$ cat src/serial_phase_sequencer_pkg.sv
// Constants and carrier types shared by the serial phase sequencer.
`default_nettype none
package serial_phase_sequencer_pkg;

  // Pulse counter codes: P1..P23 are 1..23, P24 is 0.
  localparam logic [4:0] PULSE_P24  = 5'h00;
  localparam logic [4:0] PULSE_P2   = 5'h02;
  localparam logic [4:0] PULSE_P4   = 5'h04;
  localparam logic [4:0] PULSE_P7   = 5'h07;
  localparam logic [4:0] PULSE_P8   = 5'h08;
  localparam logic [4:0] PULSE_P9   = 5'h09;
  localparam logic [4:0] PULSE_P15  = 5'h0f;
  localparam logic [4:0] PULSE_P16  = 5'h10;
  localparam logic [4:0] PULSE_P23  = 5'h17;
  localparam logic [4:0] PULSE_RST  = 5'h00;

  // Delay stages between sector write and read flip-flops.
  localparam int unsigned SECTOR_DELAY = 22;
  localparam int unsigned WORD_BITS    = 24;

  // Register byte offsets.
  localparam logic [3:0] REG_CTRL   = 4'h0;
  localparam logic [3:0] REG_STATUS = 4'h4;
  localparam logic [3:0] REG_SECTOR = 4'h8;
  localparam logic [3:0] REG_INSTR  = 4'hc;

  // Control register fields and reset value.
  localparam int unsigned CTRL_HOLD  = 0;
  localparam int unsigned CTRL_LOAD  = 1;
  localparam int unsigned CTRL_SLAVE = 2;
  localparam int unsigned CTRL_CLEAR = 3;
  localparam logic [2:0]  CTRL_RST   = 3'h0;

  typedef struct packed {
    logic       phase_bit_high;
    logic       phase_bit_low;
    logic       sector_match_ff;
    logic       opcode_top_ff;
    logic [5:0] opcode;
    logic [4:0] line_sel;
  } seq_status_s;

  localparam seq_status_s STATUS_RST = '0;

endpackage : serial_phase_sequencer_pkg
`default_nettype wire
$ cat src/serial_phase_sequencer.sv
// Timing, sector counting and four-phase command sequencing of a bit-serial machine.
`default_nettype none
// Contract
// RULE1 - Five-stage pulse counter gives 24 pulse times
// RULE2 - Sector carry set at P7 and P15
// RULE3 - Sector carry cleared at P23
// RULE4 - Sector read bit is write bit delayed
// RULE5 - Write bit is read XOR carry unless cleared
// RULE6 - Sector numbers step 000 to 255
// RULE7 - Slave counter stalls while top stages differ
// RULE8 - Master line-37 pulse command zeroes slave sectors
// RULE9 - Two flip-flops encode four phases
// RULE10 - Idle in phase 1, skip unneeded waits
// RULE11 - Bit-five ops skip to phase 4, address-terminated
// RULE12 - Top op-code flip-flop skips phase 1
// RULE13 - Branch condition decides phase 4 or return
// RULE14 - Match flag set P24, cleared on mismatch
// RULE15 - Phase 2 starts on match unless held
// RULE16 - Phase 2 captures command bit 2 at P2
// RULE17 - Bits 4-8 shift operand line selector
// RULE18 - Bits 9-15 shift into op-code register
// RULE19 - Phase 2 P8-P15 stores next-command sector
// RULE20 - Phase 2 P16-P23 stores address sector
// RULE21 - Phase 2 compares address for direct execute
// RULE22 - Phase 2 lasts one sector exactly; re-entered at P2 by a branch return, it lasts 23 pulse times
// RULE23 - Phase 3 waits for address sector match
module serial_phase_sequencer (
  input  wire logic                                ref_clk,
  input  wire logic                                rst,
  input  wire logic [3:0]                          address,
  input  wire logic                                read,
  input  wire logic                                write,
  input  wire logic [31:0]                         writedata,
  input  wire logic [3:0]                          byteenable,
  output logic [31:0]                              readdata,
  output logic                                     waitrequest,
  input  wire logic                                command_line_bit,
  input  wire logic                                master_top_in,
  input  wire logic                                slave_clear_in,
  input  wire logic                                branch_cond_in,
  output logic                                     pulse_stage_top,
  output logic [4:0]                               pulse_count,
  output logic                                     sector_read_bit,
  output serial_phase_sequencer_pkg::seq_status_s  seq_status
);

  ////////////////////////////////////////////////////////////////////////////
  // Input synchronisers for signals from the other machine.

  logic [1:0] master_top_sync_q;
  logic [1:0] slave_clear_sync_q;
  logic [1:0] branch_sync_q;

  always_ff @(posedge ref_clk or posedge rst) begin
    if (rst) begin
      master_top_sync_q  <= 2'h0;
      slave_clear_sync_q <= 2'h0;
      branch_sync_q      <= 2'h0;
    end else begin
      master_top_sync_q  <= {master_top_sync_q[0], master_top_in};
      slave_clear_sync_q <= {slave_clear_sync_q[0], slave_clear_in};
      branch_sync_q      <= {branch_sync_q[0], branch_cond_in};
    end
  end

  ////////////////////////////////////////////////////////////////////////////
  // Register bus: one wait cycle, then the answer.

  logic [2:0]  ctrl_q, ctrl_d;
  logic        clear_req_q, clear_req_d;
  logic [31:0] rdata_q, rdata_d;
  logic        wait_q, wait_d;
  logic [15:0] sector_shadow_q, sector_shadow_d;
  logic [23:0] ir_q, ir_d;
  serial_phase_sequencer_pkg::seq_status_s st_q, st_d;

  logic req;
  logic hold_sw;
  logic load_switch;
  logic slave_mode;

  assign req         = read | write;
  assign hold_sw     = ctrl_q[serial_phase_sequencer_pkg::CTRL_HOLD];
  assign load_switch = ctrl_q[serial_phase_sequencer_pkg::CTRL_LOAD];
  assign slave_mode  = ctrl_q[serial_phase_sequencer_pkg::CTRL_SLAVE];

  always_comb begin
    wait_d      = ~(req & wait_q);
    ctrl_d      = ctrl_q;
    clear_req_d = 1'b0;
    rdata_d     = rdata_q;
    if (req & wait_q & read) begin
      unique case (address)
        serial_phase_sequencer_pkg::REG_CTRL:   rdata_d = {29'h0, ctrl_q};
        serial_phase_sequencer_pkg::REG_STATUS: rdata_d = {17'h0, st_q};
        serial_phase_sequencer_pkg::REG_SECTOR: rdata_d = {16'h0, sector_shadow_q};
        serial_phase_sequencer_pkg::REG_INSTR:  rdata_d = {8'h0, ir_q};
        default:                                rdata_d = 32'h0;
      endcase
    end
    if (write & ~wait_q & byteenable[0] & (address == serial_phase_sequencer_pkg::REG_CTRL)) begin
      ctrl_d      = writedata[2:0];
      clear_req_d = writedata[serial_phase_sequencer_pkg::CTRL_CLEAR];
    end
  end

  always_ff @(posedge ref_clk or posedge rst) begin
    if (rst) begin
      wait_q      <= 1'b1;
      ctrl_q      <= serial_phase_sequencer_pkg::CTRL_RST;
      clear_req_q <= 1'b0;
      rdata_q     <= 32'h0;
    end else begin
      wait_q      <= wait_d;
      ctrl_q      <= ctrl_d;
      clear_req_q <= clear_req_d;
      rdata_q     <= rdata_d;
    end
  end

  assign readdata    = rdata_q;
  assign waitrequest = wait_q;

  ////////////////////////////////////////////////////////////////////////////
  // Pulse counter.

  logic [4:0] cnt_q, cnt_d;
  logic       pulse_stall;

  function automatic logic in_range(input logic [4:0] c, input logic [4:0] lo, input logic [4:0] hi);
    in_range = (c >= lo) && (c <= hi);
  endfunction

  always_comb begin
    pulse_stall = slave_mode & (cnt_q[4] != master_top_sync_q[1]); // RULE7
    if (pulse_stall) begin
      cnt_d = cnt_q;
    end else if (cnt_q == serial_phase_sequencer_pkg::PULSE_P23) begin
      cnt_d = serial_phase_sequencer_pkg::PULSE_P24; // RULE1
    end else begin
      cnt_d = 5'(cnt_q + 5'h01); // RULE1
    end
  end

  always_ff @(posedge ref_clk or posedge rst) begin
    if (rst) begin
      cnt_q <= serial_phase_sequencer_pkg::PULSE_RST;
    end else begin
      cnt_q <= cnt_d;
    end
  end

  assign pulse_stage_top = cnt_q[4];
  assign pulse_count     = cnt_q;

  logic p24;
  logic sec_lo;
  logic sec_hi;
  // A stalled slave counter repeats a pulse time; word-boundary events must fire once only.
  assign p24    = (cnt_q == serial_phase_sequencer_pkg::PULSE_P24) & ~pulse_stall;
  assign sec_lo = in_range(cnt_q, serial_phase_sequencer_pkg::PULSE_P8, serial_phase_sequencer_pkg::PULSE_P15);
  assign sec_hi = in_range(cnt_q, serial_phase_sequencer_pkg::PULSE_P16, serial_phase_sequencer_pkg::PULSE_P23);

  ////////////////////////////////////////////////////////////////////////////
  // Sector counter: a circulating word incremented on every pass except a clearing pass, which writes it to zero.

  logic                                          sector_carry_ff, sector_carry_d;
  logic                                          sector_write_bit, sector_write_d;
  logic                                          sector_clear_gate, sector_clear_d;
  logic                                          clear_pend_q, clear_pend_d;
  logic [serial_phase_sequencer_pkg::SECTOR_DELAY-1:0] sector_dly_q;
  logic                                          sector_read_q;

  always_comb begin
    clear_pend_d   = clear_pend_q | slave_clear_sync_q[1] | clear_req_q; // RULE8
    sector_clear_d = sector_clear_gate;
    if (p24) begin
      sector_clear_d = clear_pend_d;
      clear_pend_d   = 1'b0;
    end
    if (cnt_q == serial_phase_sequencer_pkg::PULSE_P23) begin
      sector_carry_d = 1'b0; // RULE3
    end else if ((cnt_q == serial_phase_sequencer_pkg::PULSE_P7) ||
                 (cnt_q == serial_phase_sequencer_pkg::PULSE_P15)) begin
      sector_carry_d = 1'b1; // RULE2
    end else if (!sector_read_q) begin
      sector_carry_d = 1'b0;
    end else begin
      sector_carry_d = sector_carry_ff;
    end
    sector_write_d = (sector_read_q ^ sector_carry_ff) & ~sector_clear_gate; // RULE5
  end

  always_ff @(posedge ref_clk or posedge rst) begin
    if (rst) begin
      sector_carry_ff   <= 1'b0;
      sector_write_bit  <= 1'b0;
      sector_clear_gate <= 1'b0;
      clear_pend_q      <= 1'b0;
      sector_dly_q      <= '0;
      sector_read_q     <= 1'b0;
    end else begin
      sector_carry_ff   <= sector_carry_d;
      sector_write_bit  <= sector_write_d;
      sector_clear_gate <= sector_clear_d;
      clear_pend_q      <= clear_pend_d;
      sector_dly_q      <= {sector_dly_q[serial_phase_sequencer_pkg::SECTOR_DELAY-2:0], sector_write_bit}; // RULE4
      sector_read_q     <= sector_dly_q[serial_phase_sequencer_pkg::SECTOR_DELAY-1]; // RULE4
    end
  end

  assign sector_read_bit = sector_read_q;

  ////////////////////////////////////////////////////////////////////////////
  // Instruction register, op-code register, line selector and phases.

  logic opcode_bit_five;
  logic opcode_bit_two;
  logic phase1;
  logic phase2;
  logic phase3;
  logic phase4;
  logic line_load_gate;
  logic opcode_shift_gate;
  logic instr_reg_read_bit;
  logic instr_reg_write_bit;
  logic branch_op;
  logic two_sector_op;
  logic end_exec;
  logic compare_en;

  assign opcode_bit_five = st_q.opcode[4];
  assign opcode_bit_two  = st_q.opcode[1];
  assign phase1 = ~st_q.phase_bit_high & ~st_q.phase_bit_low; // RULE9
  assign phase2 = ~st_q.phase_bit_high &  st_q.phase_bit_low; // RULE9
  assign phase3 =  st_q.phase_bit_high &  st_q.phase_bit_low; // RULE9
  assign phase4 =  st_q.phase_bit_high & ~st_q.phase_bit_low; // RULE9
  assign line_load_gate    = phase2 & ~pulse_stall & in_range(cnt_q, serial_phase_sequencer_pkg::PULSE_P4,
                                               serial_phase_sequencer_pkg::PULSE_P8);
  assign opcode_shift_gate = phase2 & ~pulse_stall & in_range(cnt_q, serial_phase_sequencer_pkg::PULSE_P9,
                                               serial_phase_sequencer_pkg::PULSE_P15);
  assign instr_reg_read_bit = ir_q[cnt_q];
  assign branch_op     = st_q.opcode[4] & st_q.opcode[3] & st_q.opcode[2];
  assign two_sector_op = ~st_q.opcode[5] & ~st_q.opcode[4] & st_q.opcode[0] &
                         (st_q.opcode[1] | st_q.opcode[2]);

  always_comb begin
    instr_reg_write_bit = instr_reg_read_bit;
    if (phase2 & sec_lo) begin
      instr_reg_write_bit = sector_read_q; // RULE19
    end else if (phase2 & sec_hi) begin
      instr_reg_write_bit = command_line_bit; // RULE20
    end else if (phase4 & st_q.opcode_top_ff & sec_lo) begin
      instr_reg_write_bit = sector_read_q; // RULE12
    end
    compare_en = (phase1 & sec_lo) |                          // RULE14
                 (st_q.phase_bit_low & ~opcode_bit_five & sec_hi) | // RULE21 RULE23
                 (phase4 & opcode_bit_five & sec_hi) |        // RULE11
                 (phase4 & ~opcode_bit_five & sec_lo);
    end_exec = phase4 & p24 & ((~opcode_bit_five & ~two_sector_op) |
                               (opcode_bit_five & st_q.sector_match_ff)); // RULE11
  end

  always_comb begin
    st_d            = st_q;
    ir_d            = ir_q;
    sector_shadow_d = sector_shadow_q;
    ir_d[cnt_q]     = instr_reg_write_bit;
    if (sec_lo) begin
      sector_shadow_d[7:0] = {sector_read_q, sector_shadow_q[7:1]}; // RULE6
    end
    if (sec_hi) begin
      sector_shadow_d[15:8] = {sector_read_q, sector_shadow_q[15:9]}; // RULE6
    end
    if (p24) begin
      st_d.sector_match_ff = 1'b1; // RULE14
    end else if (compare_en & (sector_read_q != instr_reg_write_bit)) begin
      st_d.sector_match_ff = 1'b0; // RULE14
    end
    if (phase2 & (cnt_q == serial_phase_sequencer_pkg::PULSE_P2)) begin
      st_d.opcode[1] = command_line_bit; // RULE16
    end
    if (line_load_gate) begin
      st_d.line_sel = {(opcode_bit_two ? instr_reg_read_bit : command_line_bit),
                       st_q.line_sel[4:1]}; // RULE17
    end
    if (opcode_shift_gate) begin
      st_d.opcode_top_ff = command_line_bit; // RULE18
      st_d.opcode        = {st_q.opcode_top_ff, st_q.opcode[5:1]}; // RULE18
    end
    if (phase2 & (cnt_q == serial_phase_sequencer_pkg::PULSE_P23) & branch_op & branch_sync_q[1]) begin
      st_d.opcode_top_ff = 1'b1; // RULE13
    end
    unique case ({st_q.phase_bit_high, st_q.phase_bit_low})
      2'b00: begin
        if (p24 & st_q.sector_match_ff & ~hold_sw & ~load_switch) begin
          st_d.phase_bit_low = 1'b1; // RULE15 RULE10
        end
      end
      2'b01: begin
        if (p24) begin
          st_d.phase_bit_high = 1'b1; // RULE22
          if (st_q.sector_match_ff) begin
            st_d.phase_bit_low = 1'b0; // RULE21 RULE10
          end
        end
      end
      2'b11: begin
        if (p24 & st_q.sector_match_ff) begin
          st_d.phase_bit_low = 1'b0; // RULE23
        end
      end
      2'b10: begin
        if (branch_op & ~st_q.opcode_top_ff) begin
          st_d.phase_bit_high = 1'b0; // RULE13
          st_d.phase_bit_low  = 1'b1; // RULE13
        end else if (end_exec) begin
          st_d.phase_bit_high = 1'b0;
          st_d.opcode_top_ff  = 1'b0;
          st_d.phase_bit_low  = ~hold_sw & ~load_switch &
                                (st_q.opcode_top_ff | (~opcode_bit_five & st_q.sector_match_ff)); // RULE12 RULE10
        end else if (p24 & two_sector_op) begin
          st_d.opcode[1] = 1'b0;
        end
      end
    endcase
  end

  always_ff @(posedge ref_clk or posedge rst) begin
    if (rst) begin
      st_q            <= serial_phase_sequencer_pkg::STATUS_RST;
      ir_q            <= 24'h0;
      sector_shadow_q <= 16'h0;
    end else begin
      st_q            <= st_d;
      ir_q            <= ir_d;
      sector_shadow_q <= sector_shadow_d;
    end
  end

  assign seq_status = st_q;
endmodule : serial_phase_sequencer
`default_nettype wire

$ cat config.mk
export PLATFORM = sky130hd
export DESIGN_NAME = serial_phase_sequencer
export DESIGN_NICKNAME = d
export VERILOG_FILES = /design/src/serial_phase_sequencer_pkg.sv /design/src/serial_phase_sequencer.sv
export SDC_FILE = /design/constraint.sdc
export NUM_CORES = 1
export LEC_CHECK = 0
export ABC_AREA = 1
export BUFFER_PORTS_ARGS = -buffer_cell sky130_fd_sc_hd__buf_2
export CAP_MARGIN = 20
export CORE_ASPECT_RATIO = 1.75
export CORE_MARGIN = 4
export CORE_UTILIZATION = 40
export CTS_CLUSTER_SIZE = 20
export DETAILED_ROUTE_END_ITERATION = 16
export HOLD_SLACK_MARGIN = 0.02
export SLEW_MARGIN = 20
export SYNTH_ARGS = -nofsm -noshare
export SYNTH_HDL_FRONTEND = slang
export SYNTH_SLANG_ARGS = --single-unit
$ cat constraint.sdc
create_clock -name ref_clk -period 4.5 [get_ports ref_clk]
set_input_delay 0.45 -clock ref_clk [delete_from_list [all_inputs] [get_ports ref_clk]]
set_output_delay 0.45 -clock ref_clk [all_outputs]
set_load 0.01 [all_outputs]
# [After elaboration in Yosys (flattened, before gate mapping)]
# Cells that the tools add are included.
[word_totals] ff_bits=130 latchBits=0 ram_bits=0 rom_bits=0 out_inout_bits=55 wordCells=170 mem_count=0
[op_classes] addsub=1 multipliers=0 div_mod_pow=0 magnitude_cmp=9 n_eq_ne=18 n_shift=0 muxes=36 bitwise=69 reduce_logical=13
[op_table] op="one-hot mux 24 bit (4 select lines)" n=1
[op_table] op="bitwise AND 1 bit" n=47
[op_table] op="two-way mux 1 bit" n=25
[op_table] op="bitwise mux 24 bit" n=1
[op_table] op="NOT 1 bit" n=12
[op_table] op=">= comparator 5 x 4 -> 1 bit, second input constant" n=2
[op_table] op="<= comparator 5 x 4 -> 1 bit, second input constant" n=2
[op_table] op="bitwise OR 1 bit" n=9
[op_table] op="== test 4 bit, second input constant" n=2
[op_table] op="inequality test 2 bit, second input constant" n=4
[op_table] op="two-way mux 7 bit" n=1
[op_table] op="< comparator 5 x 6 -> 1 bit, second input constant" n=1
[op_table] op="two-way mux 2 bit" n=3
[op_table] op="adder 5 x 1 -> 5 bit, second input constant" n=1
[op_table] op="binary-select mux 1 bit (select 5 bit)" n=1
[op_table] op="demux 1 bit (select 5 bit)" n=1
[op_table] op="== test 5 x 2 -> 1 bit, second input constant" n=1
[op_table] op="== test 5 x 3 -> 1 bit, second input constant" n=1
[op_table] op="== test 5 x 4 -> 1 bit, second input constant" n=1
[op_table] op="== test 5 bit, second input constant" n=1
[op_table] op=">= comparator 5 x 1 -> 1 bit, second input constant" n=1
[op_table] op=">= comparator 5 x 3 -> 1 bit, second input constant" n=1
[op_table] op=">= comparator 5 bit, second input constant" n=1
[op_table] op="<= comparator 5 bit, second input constant" n=1
[op_table] op="18 further kinds" n=25

# [Depth between registers and ports, before layout]
[depth] word_depth=11 depth_mapped=16

# [Worst setup path before layout]
# Ideal clock, no wire load.
[synth_path] path_type="reg-to-reg" from="register cnt_q[0] (netlist: pulse_count[0])" to="register ir_q[23]" t_arrival_ns=2.195 required_time_ns=4.426 slack_ns=2.231 path_stages_with_launch=14 path_buffers=1 synth_period_minus_slack_ns=2.269 path_cell_list="dfrtp_1 -> ha_1 -> inv_1 -> nor2_1 -> ha_1 -> a21oi_2 -> nor2_4 -> inv_2 -> nor2_1 -> bufinv_8 -> o21ai_4 -> buf_12 -> nand2_4 -> o21ai_2"
[synth_between] elab_chain_cells=7 word_cells_on_any_way=20 cone_classes="order compare: 6; mux: 8; bitwise: 3; reduce/logical: 3"
[synth_rtl] item="from (decl)" line="serial_phase_sequencer.sv:127" rtl="logic [4:0] cnt_q, cnt_d;"
[synth_rtl] item="from (signal assigned)" line="serial_phase_sequencer.sv:147" rtl="cnt_q <= serial_phase_sequencer_pkg::PULSE_RST;"
[synth_rtl] item="from (signal assigned)" line="serial_phase_sequencer.sv:149" rtl="cnt_q <= cnt_d;"
[synth_rtl] item=">= comparator 5 x 4 -> 1 bit / <= comparator 5 x 4 -> 1 bit (equally long branches)" line="serial_phase_sequencer.sv:131" rtl="in_range = (c >= lo) && (c <= hi);"
[synth_rtl] item="logical AND 1 bit" line="serial_phase_sequencer.sv:131"
[synth_rtl] item="bitwise AND 1 bit" line="serial_phase_sequencer.sv:253" rtl="end else if (phase4 & st_q.opcode_top_ff & sec_lo) begin"
[synth_rtl] item="two-way mux 1 bit" line="serial_phase_sequencer.sv:253"
[synth_rtl] item="two-way mux 1 bit" line="serial_phase_sequencer.sv:251" rtl="end else if (phase2 & sec_hi) begin"
[synth_rtl] item="two-way mux 1 bit" line="serial_phase_sequencer.sv:249" rtl="if (phase2 & sec_lo) begin"
[synth_rtl] item="bitwise mux 24 bit (*)" line="serial_phase_sequencer.sv:268" rtl="ir_d[cnt_q] = instr_reg_write_bit;"
[synth_rtl] item="to (signal assigned)" line="serial_phase_sequencer.sv:336" rtl="ir_q <= ir_d;"
[synth_rtl] item="to (decl)" line="serial_phase_sequencer.sv:74" rtl="logic [23:0] ir_q, ir_d;"
# Every way passes the cells marked *; elsewhere a longest branch is shown, timed or not. The select of a mux whose other input is x is not followed.
# A chain may end at the register's enable or synchronous reset.

# [Worst setup path after layout]
[layout_path] from="register cnt_q[0] (netlist: pulse_count[0])" to="register ir_q[1]"
# Same word-level chain as after synthesis.

==> results_tabular.tex <==
\begin{tabular}{lr}
\hline
Metric & Value \\
\hline
\multicolumn{2}{l}{\textbf{Status}} \\
Outcome & finished clean \\
\multicolumn{2}{l}{\textbf{STA}} \\
Slew headroom & 43.7\% \\
Final critical path time including I/O delays and setup & 3.33 ns \\
Fin worst setup slack & 1.17 ns \\
Worst Skew & 0.0109 ns \\
Setup TNS & 0 ns \\
Final worst-path cycle share & 74.1\% \\
Worst hold margin & 0.135 ns \\
Final count of negative-setup-slack endpoints & 0 \\
Maximum operating frequency & 300 MHz \\
Pins over their slew limit & 0 \\
Actual slew at the worst max-slew pin & 0.844 ns \\
Final count of hold timing violations & 0 \\
RSZ-0062 raised after global routing & false \\
\multicolumn{2}{l}{\textbf{Global routing}} \\
Number of global-route vias before repair & 4431 \\
Number of antenna violations at the first check in global routing & 0 \\
Total gr overflow & 0 \\
Tot GR Track Use & 17.8\% \\
Maximum number of pins on one net before global-route repair & 86 \\
First-pass GRT wire length & 23.0 mm \\
\multicolumn{2}{l}{\textbf{Power}} \\
Power density of the placed cells & 723 nW/µm² \\
Final Total Pwr & 4890 µW \\
Cell leakage power & 0.00351 µW \\
Maximum vdd drop & 0.337 mV \\
\multicolumn{2}{l}{\textbf{Route}} \\
Average detailed-routed wire length per instance & 15.8 µm \\
Number of DRC violations after detailed routing & 0 \\
Via/cell ratio & 5.00 \\
Wire length after detailed routing & 13.9 mm \\
Length of the first detailed-routing pass in iterations & 5 \\
Violation count after the first detailed-route iteration & 241 \\
Final antenna-violating net count & 0 \\
Via Count & 4402 \\
\multicolumn{2}{l}{\textbf{Yosys}} \\
Flops \& latches, synth & 122 \\
Most area-consuming cells after synthesis & dfrtp\_1 53\%, nand2\_1 8.3\%, inv\_1 5.4\% \\
Distinct cell type count after synthesis & 38 \\
Average instance area after synthesis & 9.11 µm² \\
Post-synth EDFFs & 0 \\
Sequential share of the synthesized area & 53.4\% \\
Top\_reg\_cell synth & dfrtp\_1 \\
Cell accounting for the most synthesized area & dfrtp\_1 \\
Mapped Area & 5720 µm² \\
Top cells by count, synth & 126 x nand2\_1, 121 x dfrtp\_1, 82 x inv\_1 \\
Post-synth top area share & 52.9\% \\
Share of flip-flops with an asynchronous set or reset after synthesis & 100\% \\
Synthesis warning total & 0 \\
Count leader, synth & nand2\_1 \\
Cells after synthesis & 628 \\
\multicolumn{2}{l}{\textbf{Layout}} \\
Final Non-Filler Cells & 881 \\
Share of post-route cells with drive strength above 1 & 23.0\% \\
Count of antenna diodes in the layout & 0 \\
Signed area change from the synthesized netlist to the final layout & 18.2\% \\
Number of nets in the finished design & 748 \\
Number of inserted filler cells in the final layout & 1384 \\
\multicolumn{2}{l}{\textbf{Setup path}} \\
Worst-path cell with the longest stage delay & dfrtp\_1 \\
CP max stage delay & 0.73 ns \\
Setup CP Type & reg2reg \\
Crit path arrival time & 3.66 ns \\
Critical Path Source Type & flip-flop \\
Kind of end point of the critical path & flip-flop \\
Reg2Reg Capture Point & ir\_q[1] \\
Required @ worst endpoint & 4.83 ns \\
CP delay by family, top & buffers and inverters \\
Cell Chain, Critical Path & ha\_1, inv\_1, nor2\_1, ha\_1, a21oi\_2, nor2\_4, inv\_2, nor2\_1, bufinv\_8, o21ai\_4, buf\_4, nand2\_1, o21ai\_0 \\
Length in cells of the worst reg-to-reg path & 13 \\
Launch point of the worst reg-to-reg path & pulse\_count[0] \\
Max FO, Critical Path & 24 \\
Crit path buf inv count & 4 \\
Register-to-register path setup slack & 1.17 ns \\
\multicolumn{2}{l}{\textbf{Hold path}} \\
Destination of the worst hold path & slave\_clear\_sync\_q[0] \\
Worst min-delay path startpoint & slave\_clear\_in \\
Hold path depth & 1 \\
Hold WC Path Type & in2reg \\
\multicolumn{2}{l}{\textbf{Floorplan}} \\
DIE AREA & 16400 µm² \\
Number of placement rows & 57 \\
Starting density of the core & 40.9\% \\
Die Ht & 166 µm \\
Core region area & 14000 µm² \\
Top Ports & 103 \\
Width of the chip & 98.4 µm \\
\multicolumn{2}{l}{\textbf{Clock tree}} \\
Cells resized by post-CTS repair & 0 \\
CTS root buffer & clkbuf\_16 \\
Skew-Pair Late Insertion Delay & 0.42 ns \\
CTS HTree Levels & 4 \\
Max Root-Sink Buffers & 2 \\
Reg clk slew, reported paths & 0.06 ns \\
Hold-fix buffers at CTS & 0 \\
Setup fix buffers added after clock tree synthesis & 0 \\
Total CTS buffers & 17 \\
Clock tree from TritonCTS & yes \\
Num Clock Sinks & 122 \\
\multicolumn{2}{l}{\textbf{Place}} \\
DP Worst Slack & 1.20 ns \\
Number of placed cells counting well taps & 849 \\
Number of I/O port buffers & 63 \\
HPWL after DPL & 10.1 mm \\
Global placer's final weighted congestion & 0.921 \\
\multicolumn{2}{l}{\textbf{Flow run}} \\
Max-capacitance violation count & 0 \\
\hline
\end{tabular}
worst register-to-register path, cell delays in order (launching register included):
cell and delay [ns]:
dfrtp_1 0.73, ha_1 0.30, inv_1 0.16, nor2_1 0.15
ha_1 0.21, a21oi_2 0.07, nor2_4 0.34, inv_2 0.09
nor2_1 0.16, bufinv_8 0.22, o21ai_4 0.11, buf_4 0.52
nand2_1 0.09, o21ai_0 0.10
final cells by class:
cell class	count	area, µm²	area share (%)
clock inverter	13	214	3.16
clock buffer	19	443	6.55
tap	177	221	3.27
timing repair buffer	67	345	5.11
multi-input combinational	393	2130	31.5
sequential	122	3050	45.2
inverter	90	358	5.29
registers in the layout, indices dropped and copies added, names as in the netlist, 2 cells and up:
register / cells
sector_dly_q: 22
readdata: 24
ir_q: 24
pulse_count: 5
seq_status: 15
sector_shadow_q: 16
slave_clear_sync_q: 2
branch_sync_q: 2
ctrl_q: 3
master_top_sync_q: 2
routing by layer:
layer	part of all wire, %	up-vias	track usage, %
met1	39	2101	20.7
li1	-	2141	-
met3	5.1	31	3.53
met5	0	-	0
met2	53	129	30.8
met4	3.2	0	8.68
layout by cell type (no fill, tap or decap), types with 3 or more instances in the layout:
cell type,Yosys,routed
inv_1,82,81
nand2_4,22,22
a21oi_1,16,16
nor2_2,4,4
bufinv_16,0,5
o21ai_1,9,9
o21ai_2,20,20
buf_4,12,4
buf_2,0,63
conb_1,1,8
nor2_1,43,43
nand2_1,126,126
o22ai_1,19,19
o2111ai_1,3,3
nand3_1,27,27
clkbuf_16,0,17
inv_6,0,4
dfrtp_1,121,121
nand4_1,6,6
nor3_1,5,5
ha_1,9,9
o21ai_0,60,60
inv_2,6,6
metrics by stage:
| step | utilization, % | area (µm²) |
|---|---|---|
| 2_1_floorplan | - | 5750 |
| 4_1_cts | 48.4 | 6760 |
| 6_report | 48.4 | 6760 |
| 5_1_grt | 48.4 | 6760 |
| 3_5_place_dp | 43.7 | 6100 |
| 3_3_place_gp | 43.7 | 6100 |
where the power goes:
part	internal [µW]	switching, µW	leakage [µW]	total [µW]
sequential	1420	257	0.00158	1680
clock	1000	519	0.000315	1520
combinational	536	1150	0.00161	1690
worst max path at each step:
stage	from	cells after the start	endpoint	slack, ns
floorplan	rst	1	branch_sync_q[0]	0.81
CTS	pulse_count[0]	13	ir_q[0]	1.14
global route	pulse_count[0]	13	ir_q[0]	0.89
global placement	pulse_count[0]	13	ir_q[0]	1.26
detailed placement	pulse_count[0]	13	ir_q[21]	1.20
finish	pulse_count[0]	13	ir_q[1]	1.17
cells by family (layout without fill, tap and decap cells):
| group | Yosys count | count (layout) | share of synthesized area, % |
|---|---|---|---|
| flip-flops | 122 | 122 | 53.4 |
| other | 1 | 8 | 0.0655 |
| AND/OR/NAND/NOR | 238 | 238 | 20.0 |
| XOR/XNOR | 1 | 1 | 0.153 |
| adder cells (fa/ha/maj) | 9 | 9 | 1.97 |
| buffers and inverters | 120 | 189 | 9.88 |
| AO/OA/AOI/OAI | 137 | 137 | 14.5 |
(Power assumes the default switching activity.)
